**src/rtl/iwd_consts.svh**
```systemverilog
/*
 Constants for the ISA memory window decoder: address windows, strap fields,
 clock limits and the power save encodings.
 Assumes inclusion by bare name from the design files.
*/
`ifndef IWD_CONSTS_SVH
`define IWD_CONSTS_SVH

// ----------------------------------------------------------------
// Address windows
// ----------------------------------------------------------------
`define IWD_SEL_LO 24'h0d0000
`define IWD_SEL_HI 24'h0dffff
`define IWD_M16_LO 24'h0c0000
`define IWD_M16_HI 24'h0dffff
`define IWD_BUF_BYTES 24'h00a000
`define IWD_REG_LO 24'h0dffe0
`define IWD_REG_HI 24'h0dffff

// ----------------------------------------------------------------
// Clock limits in MHz
// ----------------------------------------------------------------
`define IWD_CLK_MAX_DIV_MHZ 50
`define IWD_CLK_MAX_NODIV_MHZ 25

// ----------------------------------------------------------------
// Timing counts
// ----------------------------------------------------------------
`define IWD_SYNC_FILL 2'h2

// ----------------------------------------------------------------
// APB map and fields
// ----------------------------------------------------------------
`define IWD_ADDR_CTRL 12'h000
`define IWD_ADDR_STAT 12'h004
`define IWD_CTRL_HWPS_EN 0
`define IWD_CTRL_SWPS 1
`define IWD_CTRL_RESET 32'h00000000
`define IWD_STAT_CFG_LSB 0
`define IWD_STAT_POL 5
`define IWD_STAT_DIV 6
`define IWD_STAT_PS 7
`define IWD_STAT_HWPS 8

`endif

```
**src/rtl/iwd_pkg.sv**
```systemverilog
/*
 Types for the ISA memory window decoder.
 Assumes iwd_consts.svh is compiled alongside.
*/
package iwd_pkg;
   typedef enum logic [1:0] {
      IWD_HOST_ISA = 2'b00,
      IWD_HOST_OTHER = 2'b01
   } iwd_host_e;
   typedef logic [23:0] iwd_addr_t;
endpackage

```
**src/rtl/iwd_sync.sv**
```systemverilog
/*
 Two flip-flop synchroniser for a bus of asynchronous levels.
 Assumes one clock and an asynchronous active low reset.
*/
`timescale 1ns/10ps
`default_nettype none
module iwd_sync #(
   parameter int W = 1
) (
   // Clock and reset
   input wire logic pclk,
   input wire logic presetn,
   // Data
   input wire logic [W-1:0] async_in,
   output logic [W-1:0] sync_out
);
   logic [W-1:0] meta_q;
   logic [W-1:0] sync_q;

   always_ff @(posedge pclk or negedge presetn) begin
      if (!presetn) begin
         meta_q <= '0;
         sync_q <= '0;
      end else begin
         meta_q <= async_in;
         sync_q <= meta_q;
      end
   end
   assign sync_out = sync_q;
endmodule
`default_nettype wire

```
**src/rtl/iwd_decoder.sv**
```systemverilog
/*
 ISA memory window decoder with strap capture, power save control and an
 APB register slave.
 Assumes ISA address, refresh, reset and straps arrive asynchronously;
 the select and 16-bit indication are combinational on the ISA pins.
*/
`timescale 1ns/10ps
`default_nettype none
`include "iwd_consts.svh"
module iwd_decoder
   import iwd_pkg::*;
(
   // Clock and reset
   input wire logic pclk,
   input wire logic presetn,
   // APB slave
   input wire logic psel,
   input wire logic penable,
   input wire logic pwrite,
   input wire logic [11:0] paddr,
   input wire logic [31:0] pwdata,
   output logic [31:0] prdata,
   output logic pready,
   output logic pslverr,
   // ISA bus
   input wire logic [23:0] isa_addr,
   input wire logic isa_refresh_n,
   input wire logic isa_reset,
   output logic ctl_cs_n,
   output logic memcs16_n,
   output logic ctl_reset_n,
   output logic buf_hit,
   output logic reg_hit,
   // Straps and controls
   input wire logic [3:0] bus_config_straps,
   input wire logic bus_start_n,
   input wire logic power_polarity_strap,
   input wire logic clk_div_strap,
   input wire logic hw_power_save_in,
   input wire logic panel_on,
   output logic panel_power_enable,
   output logic power_save,
   output logic [1:0] host_type
);
   // ----------------------------------------------------------------
   // Address decode
   // ----------------------------------------------------------------
   logic in_win;
   assign in_win = (isa_addr >= `IWD_SEL_LO) && (isa_addr <= `IWD_SEL_HI);
   // only the ISA strap setting lets this decoder drive the select.
   assign ctl_cs_n = !(in_win && isa_refresh_n && !isa_reset
                       && host_type == IWD_HOST_ISA);
   assign memcs16_n = !((isa_addr >= `IWD_M16_LO) && (isa_addr <= `IWD_M16_HI));
   // Selected addresses between the buffer end and the register set hit
   // neither; the controller ignores accesses there.
   assign buf_hit = !ctl_cs_n
                    && (isa_addr < (`IWD_SEL_LO + `IWD_BUF_BYTES));
   assign reg_hit = !ctl_cs_n && (isa_addr >= `IWD_REG_LO);
   assign ctl_reset_n = !isa_reset;

   // ----------------------------------------------------------------
   // Synchronised inputs
   // ----------------------------------------------------------------
   logic [8:0] raw_s;
   logic [8:0] syn_s;
   assign raw_s = {isa_reset, bus_config_straps, bus_start_n,
                   power_polarity_strap, clk_div_strap, hw_power_save_in};
   iwd_sync #(.W(9)) u_sync (
      .pclk(pclk),
      .presetn(presetn),
      .async_in(raw_s),
      .sync_out(syn_s)
   );
   logic rst_s;
   logic [4:0] cfg_s;
   logic pol_s;
   logic div_s;
   logic hwps_s;
   assign rst_s = syn_s[8];
   assign cfg_s = syn_s[7:3];
   assign pol_s = syn_s[2];
   assign div_s = syn_s[1];
   assign hwps_s = syn_s[0];

   // ----------------------------------------------------------------
   // Synchroniser fill tracking
   // ----------------------------------------------------------------
   logic [1:0] fill_q, fill_d;
   logic sync_full;
   assign sync_full = (fill_q == `IWD_SYNC_FILL);
   always_comb begin
      fill_d = fill_q;
      if (!sync_full) begin
         fill_d = fill_q + 2'h1;
      end
   end
   always_ff @(posedge pclk or negedge presetn) begin
      if (!presetn) begin
         fill_q <= 2'h0;
      end else begin
         fill_q <= fill_d;
      end
   end

   // ----------------------------------------------------------------
   // Strap capture at reset release
   // ----------------------------------------------------------------
   // The synchroniser leaves reset holding zeros rather than the pins, so
   // a release is only recognised once both stages carry real pin values.
   // The divider strap is captured and reported only; keeping the input
   // clock inside the limit it implies is left to the board.
   logic rst_prev_q, rst_prev_d;
   logic pol_q, pol_d;
   logic div_q, div_d;
   logic [4:0] cfg_q, cfg_d;
   logic release_evt;
   assign release_evt = sync_full && rst_prev_q && !rst_s;
   always_comb begin
      rst_prev_d = sync_full ? rst_s : 1'b1;
      pol_d = pol_q;
      div_d = div_q;
      cfg_d = cfg_q;
      if (release_evt) begin
         pol_d = pol_s;
         div_d = div_s;
         cfg_d = cfg_s;
      end
   end
   always_ff @(posedge pclk or negedge presetn) begin
      if (!presetn) begin
         rst_prev_q <= 1'b1;
         pol_q <= 1'b0;
         div_q <= 1'b0;
         cfg_q <= 5'h00;
      end else begin
         rst_prev_q <= rst_prev_d;
         pol_q <= pol_d;
         div_q <= div_d;
         cfg_q <= cfg_d;
      end
   end
   // Straps all low with bus start low select the ISA host interface.
   assign host_type = (cfg_q == 5'h00) ? IWD_HOST_ISA : IWD_HOST_OTHER;

   // ----------------------------------------------------------------
   // Control register and power save
   // ----------------------------------------------------------------
   logic [1:0] ctrl_q, ctrl_d;
   logic wr_acc;
   assign wr_acc = psel && penable && pwrite && (paddr == `IWD_ADDR_CTRL);
   always_comb begin
      ctrl_d = ctrl_q;
      if (wr_acc) begin
         ctrl_d = pwdata[1:0];
      end
   end
   logic hwps_act;
   assign hwps_act = ctrl_q[`IWD_CTRL_HWPS_EN] && hwps_s;
   logic ps_q, ps_d;
   logic pwr_q, pwr_d;
   always_comb begin
      ps_d = hwps_act || ctrl_q[`IWD_CTRL_SWPS];
      // Active level of the panel enable follows the captured strap.
      pwr_d = (panel_on && !ps_d && !rst_s) ? pol_q : !pol_q;
   end
   always_ff @(posedge pclk or negedge presetn) begin
      if (!presetn) begin
         ctrl_q <= 2'b00;
         ps_q <= 1'b0;
         pwr_q <= 1'b1;
      end else begin
         ctrl_q <= ctrl_d;
         ps_q <= ps_d;
         pwr_q <= pwr_d;
      end
   end
   assign power_save = ps_q;
   assign panel_power_enable = pwr_q;

   // ----------------------------------------------------------------
   // APB read path
   // ----------------------------------------------------------------
   // Read data are loaded in the setup cycle, so prdata comes from a
   // flip-flop and stands through the whole access phase.
   logic [31:0] rd_q, rd_d;
   logic hit;
   assign hit = (paddr == `IWD_ADDR_CTRL) || (paddr == `IWD_ADDR_STAT);
   always_comb begin
      rd_d = rd_q;
      if (psel && !penable && !pwrite) begin
         rd_d = 32'h00000000;
         if (paddr == `IWD_ADDR_CTRL) begin
            rd_d[1:0] = ctrl_q;
         end else if (paddr == `IWD_ADDR_STAT) begin
            rd_d[`IWD_STAT_CFG_LSB +: 5] = cfg_q;
            rd_d[`IWD_STAT_POL] = pol_q;
            rd_d[`IWD_STAT_DIV] = div_q;
            rd_d[`IWD_STAT_PS] = ps_q;
            rd_d[`IWD_STAT_HWPS] = hwps_act;
         end
      end
   end
   always_ff @(posedge pclk or negedge presetn) begin
      if (!presetn) begin
         rd_q <= 32'h00000000;
      end else begin
         rd_q <= rd_d;
      end
   end
   assign prdata = rd_q;
   assign pready = 1'b1;
   // Writes to the status word are dropped quietly; only offsets outside
   // the map answer with an error.
   assign pslverr = psel && penable && !hit;
endmodule
`default_nettype wire

```
**config.mk**
```make
export PLATFORM = sky130hd
export DESIGN_NAME = iwd_decoder
export DESIGN_NICKNAME = d
export VERILOG_FILES = /design/src/rtl/iwd_pkg.sv /design/src/rtl/iwd_sync.sv /design/src/rtl/iwd_decoder.sv
export VERILOG_INCLUDE_DIRS = /design/src /design/src/rtl
export SDC_FILE = /design/constraint.sdc
export NUM_CORES = 1
export LEC_CHECK = 0
export ABC_AREA = 0
export BUFFER_PORTS_ARGS = -buffer_cell sky130_fd_sc_hd__buf_4
export CAP_MARGIN = 15
export CORE_ASPECT_RATIO = 0.6
export CORE_MARGIN = 2
export CORE_UTILIZATION = 40
export CTS_BUF_LIST = sky130_fd_sc_hd__clkbuf_8 sky130_fd_sc_hd__clkbuf_16
export CTS_CLUSTER_SIZE = 8
export DETAILED_ROUTE_END_ITERATION = 8
export HOLD_SLACK_MARGIN = 0.05
export MAX_ROUTING_LAYER = met4
export PLACE_DENSITY = 0.77
export SLEW_MARGIN = 10
export SYNTH_ARGS = -nofsm -noshare
export SYNTH_HDL_FRONTEND = slang
export SYNTH_SLANG_ARGS = --single-unit
```
**constraint.sdc**
```tcl
create_clock -name pclk -period 2.1 [get_ports pclk]
set_clock_uncertainty 0.05 [all_clocks]
set_input_delay 0.42 -clock pclk [delete_from_list [all_inputs] [get_ports pclk]]
set_output_delay 0.42 -clock pclk [all_outputs]
set_load 0.05 [all_outputs]
```
==> run_results.csv, run 1 <==
group,metric,value,unit
run_status,run_status,"completed",
placement,pre_cts_ws,0.0705,ns
route,route.met2.wl,1680,um
logic_synthesis,yosysUniqueCellTypes,36,
logic_synthesis,synthMuxAreaShare,7.23,%
logic_synthesis,avgSynthCellArea,12.5,sq um
worst_setup_path,r2r_end,"cfg_q[2]",
die,fp-row-count,18,
logic_synthesis,synth_seq_cells,41,
route,m1WireLength,1420,um
cells_and_area,drive_gt1_share,44.4,%
worst_setup_path,slowest_stage,"dfrtp_1",
worst_setup_path,slowest_delay,0.40,ns
logic_synthesis,synth_fa_ha_area_share,0.702,%
worst_setup_path,regToRegSetupSlack,0.54,ns
die,placeableCoreArea,4190,sq um
route,ant_nets,0,
cells_and_area,synthToLayoutAreaGrowth,32.7,%
timing,whs,0.0533,ns
logic_synthesis,yosysSeqAreaShare,57.7,%
placement,placed_area,2270,sq um
worst_setup_path,path_cells,"nor3_2 > nand4_1 > a311oi_2 > buf_6",
cells_and_area,diodes,0,
route,drc,0,
cts,root_buffer,"clkbuf_8",
route,num_vias,1164,
logic_synthesis,yosysWarnings,0,
logic_synthesis,synth-compound-area-share,4.70,%
timing,fin_crit,2.02,ns
cts,cts_tree,"yes",
placement,io_buffers,66,
power,p_per_area,678,nW/um^2
cts,cts_sinks,41,
worst_setup_path,r2r_cells,4,
route,drtPass1Iterations,4,
grt,grt_pass1_wl,5150,um
logic_synthesis,yosys.area_share.xor_xnor,0.982,%
grt,grt_max_degree,42,
worst_setup_path,critPathMaxFanout,3,
die,fp.dieW,90.2,um
route,drt_iter0_markers,58,
logic_synthesis,synthSimpleGateAreaFrac,15.6,%
cts,clkTransAtPathRegs,0.07,ns
cells_and_area,finalCoreUtilization,56.5,%
die,io_pins,127,
timing,final.setup.worst_slack,0.0804,ns
hold_path,hold_class,"input pin to async pin",
grt,grtUsageTotal,13.4,%
cts,numCtsBuffers,5,
run,cap_violations,0,
route,via_per_inst,4.22,
timing,rsz0062_at_grt,"true",
timing,hold_viol,0,
timing,fin_tns_setup,0,ns
grt,overflow,0,
cts,insertion_delay,0.28,ns
die,die_h,55.7,um
grt,antenna_found_initial,0,
timing,fmax,495,MHz
route,wl,3270,um
logic_synthesis,synth_top_family_by_area,"simple AND/OR/NAND/NOR gates",
cts,h-tree-depth,2,
cells_and_area,fin_cells,276,
worst_setup_path,end_kind,"output port",
grt,grt_pass1_vias,1117,
cts,cts_buffer_depth,2,
placement,gp_congestion,0.774,
route,wl_per_cell,11.8,um
worst_setup_path,r2r-start,"fill_q[0]",
power,ir_drop,0.541,mV
cells_and_area,layout.nets,300,
logic_synthesis,synthTopCellsByArea,"dfrtp_1 (55%), buf_4 (11%), mux2_2 (4.4%)",
worst_setup_path,critPathKind,"register to output port",
worst_setup_path,cp.arrival,1.55,ns
logic_synthesis,syn_area,1780,sq um
timing,setup_viol,0,
route,dr_wl_met3,170,um
timing,final.period_utilization,96.2,%
logic_synthesis,synthCells,143,
logic_synthesis,synth_top_area_share,54.7,%
placement,hpwl,2650,um
logic_synthesis,yosysTopAreaCell,"dfrtp_1",
placement,dp_cells,268,
die,start_util,42.6,%
worst_setup_path,crit_end,"reg_hit",
die,dieArea,5020,sq um
cts,holdBufCountCts,0,
power,p_total,1.60,mW
worst_setup_path,cp-startpoint,"cfg_q[4]",
worst_setup_path,worst_setup_path_start_kind,"register",
timing,drv_slew,0,
route,highest_layer,"met3",
worst_setup_path,worstPathRequired,1.63,ns
cells_and_area,post-route-cell-area,2370,sq um
cells_and_area,fillers,385,
power,p_leak,1.18,nW
state kept, by name, indices dropped and copies added, names as in the netlist, 2 cells and up:
name and count:
ctrl_q 2, cfg_q 5, u_sync.sync_out 9, u_sync.meta_q 9, prdata 9, fill_q 2
Yosys cell counts, drive strengths merged:
library cell   n
nand4          4
conb           2
and4           1
nor3b          1
or3            1
xnor2          2
nor3           3
and3b          1
o21a           1
ha             1
o21ai          8
nor2           1
nand3          4
or2            1
and4bb         1
inv            8
dfstp          2
a21o           1
a311oi         1
mux2i          2
dfrtp         39
mux2           9
nand2b         1
and4b          1
nand3b         1
nand2         13
buf           26
nor4           3
o31ai          2
and3           1
or3b           1
routing by layer:
layer,up-vias,global-route usage [%]
met3,0,4.61
met5,-,-
li1,576,-
met4,0,3.30
met1,563,16.7
met2,25,21.2
placed cells by master (no fill, tap or decap), types with 2 or more instances in the layout:
cell,instances
buf_4,66
buf_6,2
clkbuf_8,5
conb_1,25
dfrtp_1,39
dfstp_2,2
inv_1,11
mux2_2,7
mux2_4,2
mux2i_1,2
nand2_1,13
nand3_1,4
nand4_1,3
nor3_2,3
nor4_4,3
o21ai_1,7
xnor2_1,2
cell families (layout without fill, tap and decap cells):
family	after synthesis	after routing
mux	11	11
compound gates	13	13
flops	41	41
fa+ha+maj	1	1
buf+inv	34	84
simple gates	39	39
xor+xnor	2	2
other cells	2	25
layout make-up:
type	instances	area, sq um	share of cell area [%]
Tap cell	60	75.1	3.17
Timing Repair Buffer	68	518	21.9
Inverter	8	30.0	1.27
Clock inverter	3	11.3	0.476
Clock buffer	5	68.8	2.91
Sequential cell	41	1030	43.5
Multi-Input combinational cell	91	634	26.8
repair_timing:
item / CTS / global route
setup buffers: 0 / 0
pin swaps: 1 / 3
endpoints found under the setup margin: 2 / 2
gates resized for setup: 1 / 3
power breakdown:
| part | switching (mW) | total (mW) | internal [mW] |
|---|---|---|---|
| sequential | 0.0229 | 0.858 | 0.835 |
| combinational | 0.187 | 0.287 | 0.100 |
| clock | 0.239 | 0.460 | 0.221 |
critical path: cells and delay by family (launching register included):
family	cells	cell delay, ns
buffers and inverters	1	0.20
flip-flops	1	0.40
AND/OR/NAND/NOR	2	0.41
AO/OA/AOI/OAI	1	0.26
worst min path at each step:
stage                               to  slack [ns]
floorplan                     cfg_q[0]        0.07
finish                u_sync.meta_q[7]        0.05
global placement    u_sync.sync_out[7]        0.28
CTS                   u_sync.meta_q[3]        0.06
global route          u_sync.meta_q[3]        0.09
detailed placement  u_sync.sync_out[4]        0.28
(Power assumes the default switching activity.)
==> run 2, diff against run 1 <==
==> constraint.sdc (replaced) <==
create_clock -name pclk -period 1.9 [get_ports pclk]
set_clock_uncertainty 0.05 [all_clocks]
set_input_delay 0.38 -clock pclk [delete_from_list [all_inputs] [get_ports pclk]]
set_output_delay 0.38 -clock pclk [all_outputs]
set_load 0.05 [all_outputs]
==> run_results.csv, run 2 (synthesis gave the netlist of run 1 again) <==
group,metric,value,unit
placement,placed_area,2310,sq um
timing,fin_tns_setup,-0.310,ns
grt,antenna_found_initial,0,
timing,worst_slew_margin_rel,66.5,%
worst_setup_path,critPathMaxFanout,3,
worst_setup_path,critical_path_buf_inv_count,2,
worst_setup_path,crit_family,"simple AND/OR/NAND/NOR gates",
cells_and_area,most-common-layout-cells,"buf_4 (70), dfrtp_1 (39), conb_1 (25), nand2_1 (13), inv_1 (8)",
route,drt_iter0_markers,45,
die,io_pins,127,
cts,cts_buffer_depth,2,
cells_and_area,fin_cells,282,
die,fp-row-count,18,
route,drtPass1Iterations,4,
worst_setup_path,critPathKind,"register to output port",
timing,worstMarginPinSlew,0.502,ns
power,ir_drop,0.511,mV
die,placeableCoreArea,4190,sq um
hold_path,hold_class,"input pin to register",
placement,pre_cts_ws,-0.0835,ns
placement,io_buffers,66,
worst_setup_path,cp-startpoint,"cfg_q[3]",
route,wl_per_cell,12.2,um
cts,h-tree-depth,2,
grt,overflow,0,
cells_and_area,final_common_cell,"buf_4",
timing,setup_viol,3,
cells_and_area,diodes,0,
grt,grt_pass1_wl,5690,um
cells_and_area,synthToLayoutAreaGrowth,38.8,%
power,p_leak,1.22,nW
worst_setup_path,path_cells,"nor3_2 > nand4_1 > buf_4 > nor3_4 > buf_6",
worst_setup_path,r2r-start,"fill_q[0]",
route,num_vias,1206,
cells_and_area,layout.nets,306,
cts,insertion_delay,0.29,ns
cts,numCtsBuffers,5,
grt,grtUsageTotal,15.3,%
die,dieArea,5020,sq um
cts,cts_tree,"yes",
timing,final.setup.worst_slack,-0.126,ns
worst_setup_path,worstPathRequired,1.47,ns
worst_setup_path,end_kind,"output port",
cts,clkTransAtPathRegs,0.07,ns
die,fp.dieW,90.2,um
cts,cts_sinks,41,
die,die_h,55.7,um
route,ant_nets,0,
route,drc,0,
cells_and_area,drive_gt1_share,46.8,%
run,cap_violations,0,
run_status,violations,"setup timing",
placement,dp_cells,271,
cts,root_buffer,"clkbuf_8",
power,p_per_area,804,nW/um^2
worst_setup_path,cp.arrival,1.60,ns
timing,drv_slew,0,
route,via_per_inst,4.28,
cells_and_area,fillers,359,
route,wl,3450,um
timing,fmax,494,MHz
timing,final.period_utilization,107,%
timing,hold_viol,0,
power,p_total,1.99,mW
hold_path,hp-start,"bus_start_n",
run_status,run_status,"finished with violations",
worst_setup_path,slowest_delay,0.39,ns
placement,hpwl,2690,um
worst_setup_path,worst_setup_path_start_kind,"register",
timing,rsz0062_at_grt,"true",
grt,grt_max_degree,42,
die,start_util,42.6,%
worst_setup_path,slowest_stage,"dfrtp_1",
placement,gp_congestion,0.739,
grt,grt_pass1_vias,1221,
cells_and_area,post-route-cell-area,2470,sq um
timing,fin_crit,2.03,ns
[run 2: per-layer routing]
layer	global-route usage, %	share of wire [%]	up-vias	wire (um)
met5	-	0	-	0
met1	17.6	40	577	1390
li1	-	-	590	-
met4	5.93	1.8	0	61
met3	4.74	4.8	6	164
met2	25.5	53	33	1830
[run 2: worst register-to-register path, delay by kind of cell (launching register included)]
kind | cells | cell delay (ns)
fa+ha+maj | 1 | 0.25
flops | 1 | 0.40
buf+inv | 1 | 0.06
mux | 1 | 0.37
simple gates | 1 | 0.31
[run 2: area by class of cell]
cell class	count	area [sq um]	area share [%]
clock buffers	6	82.6	3.34
clock inverters	2	33.8	1.37
inverters	8	33.8	1.37
multi-input cells	91	652	26.3
flip-flops and latches	41	1030	41.6
well taps	60	75.1	3.03
repair buffers	74	569	23.0
[run 2: power breakdown]
group	switching (mW)	total [mW]	internal [mW]	leakage [nW]
registers	0.0242	0.947	0.923	0.503
logic	0.213	0.335	0.121	0.651
clock network	0.285	0.708	0.423	0.0626
[run 2: stage by stage]
step | util, % | hold WS, ns
2_1_floorplan | - | 0.0344
3_3_place_gp | 55.3 | 0.283
3_5_place_dp | 55.3 | 0.285
4_1_cts | 58.9 | 0.127
5_1_grt | 59.1 | 0.121
6_report | 59.1 | 0.137
[run 2: path summary, 6_finish.rpt]
check / to / slack, ns / depth (start not counted)
min reg2reg: u_sync.sync_out[6] / 0.30 / 0
min: u_sync.meta_q[3] / 0.14 / 1
min in group asynchronous: u_sync.meta_q[7] / 0.54 / 2
max in group asynchronous: rst_prev_q / 0.88 / 2
max reg2reg: cfg_q[4] / 0.36 / 4
max: buf_hit / -0.13 / 5
[run 2: what timing repair did]
item / 4_1_cts / 5_1_grt
hold endpoints to repair: 39 / 0
hold buffers: 1 / 0
setup buffers: 1 / 1
pin swaps: 3 / 1
setup endpoints to repair: 3 / 4
gates resized for setup: 5 / 0
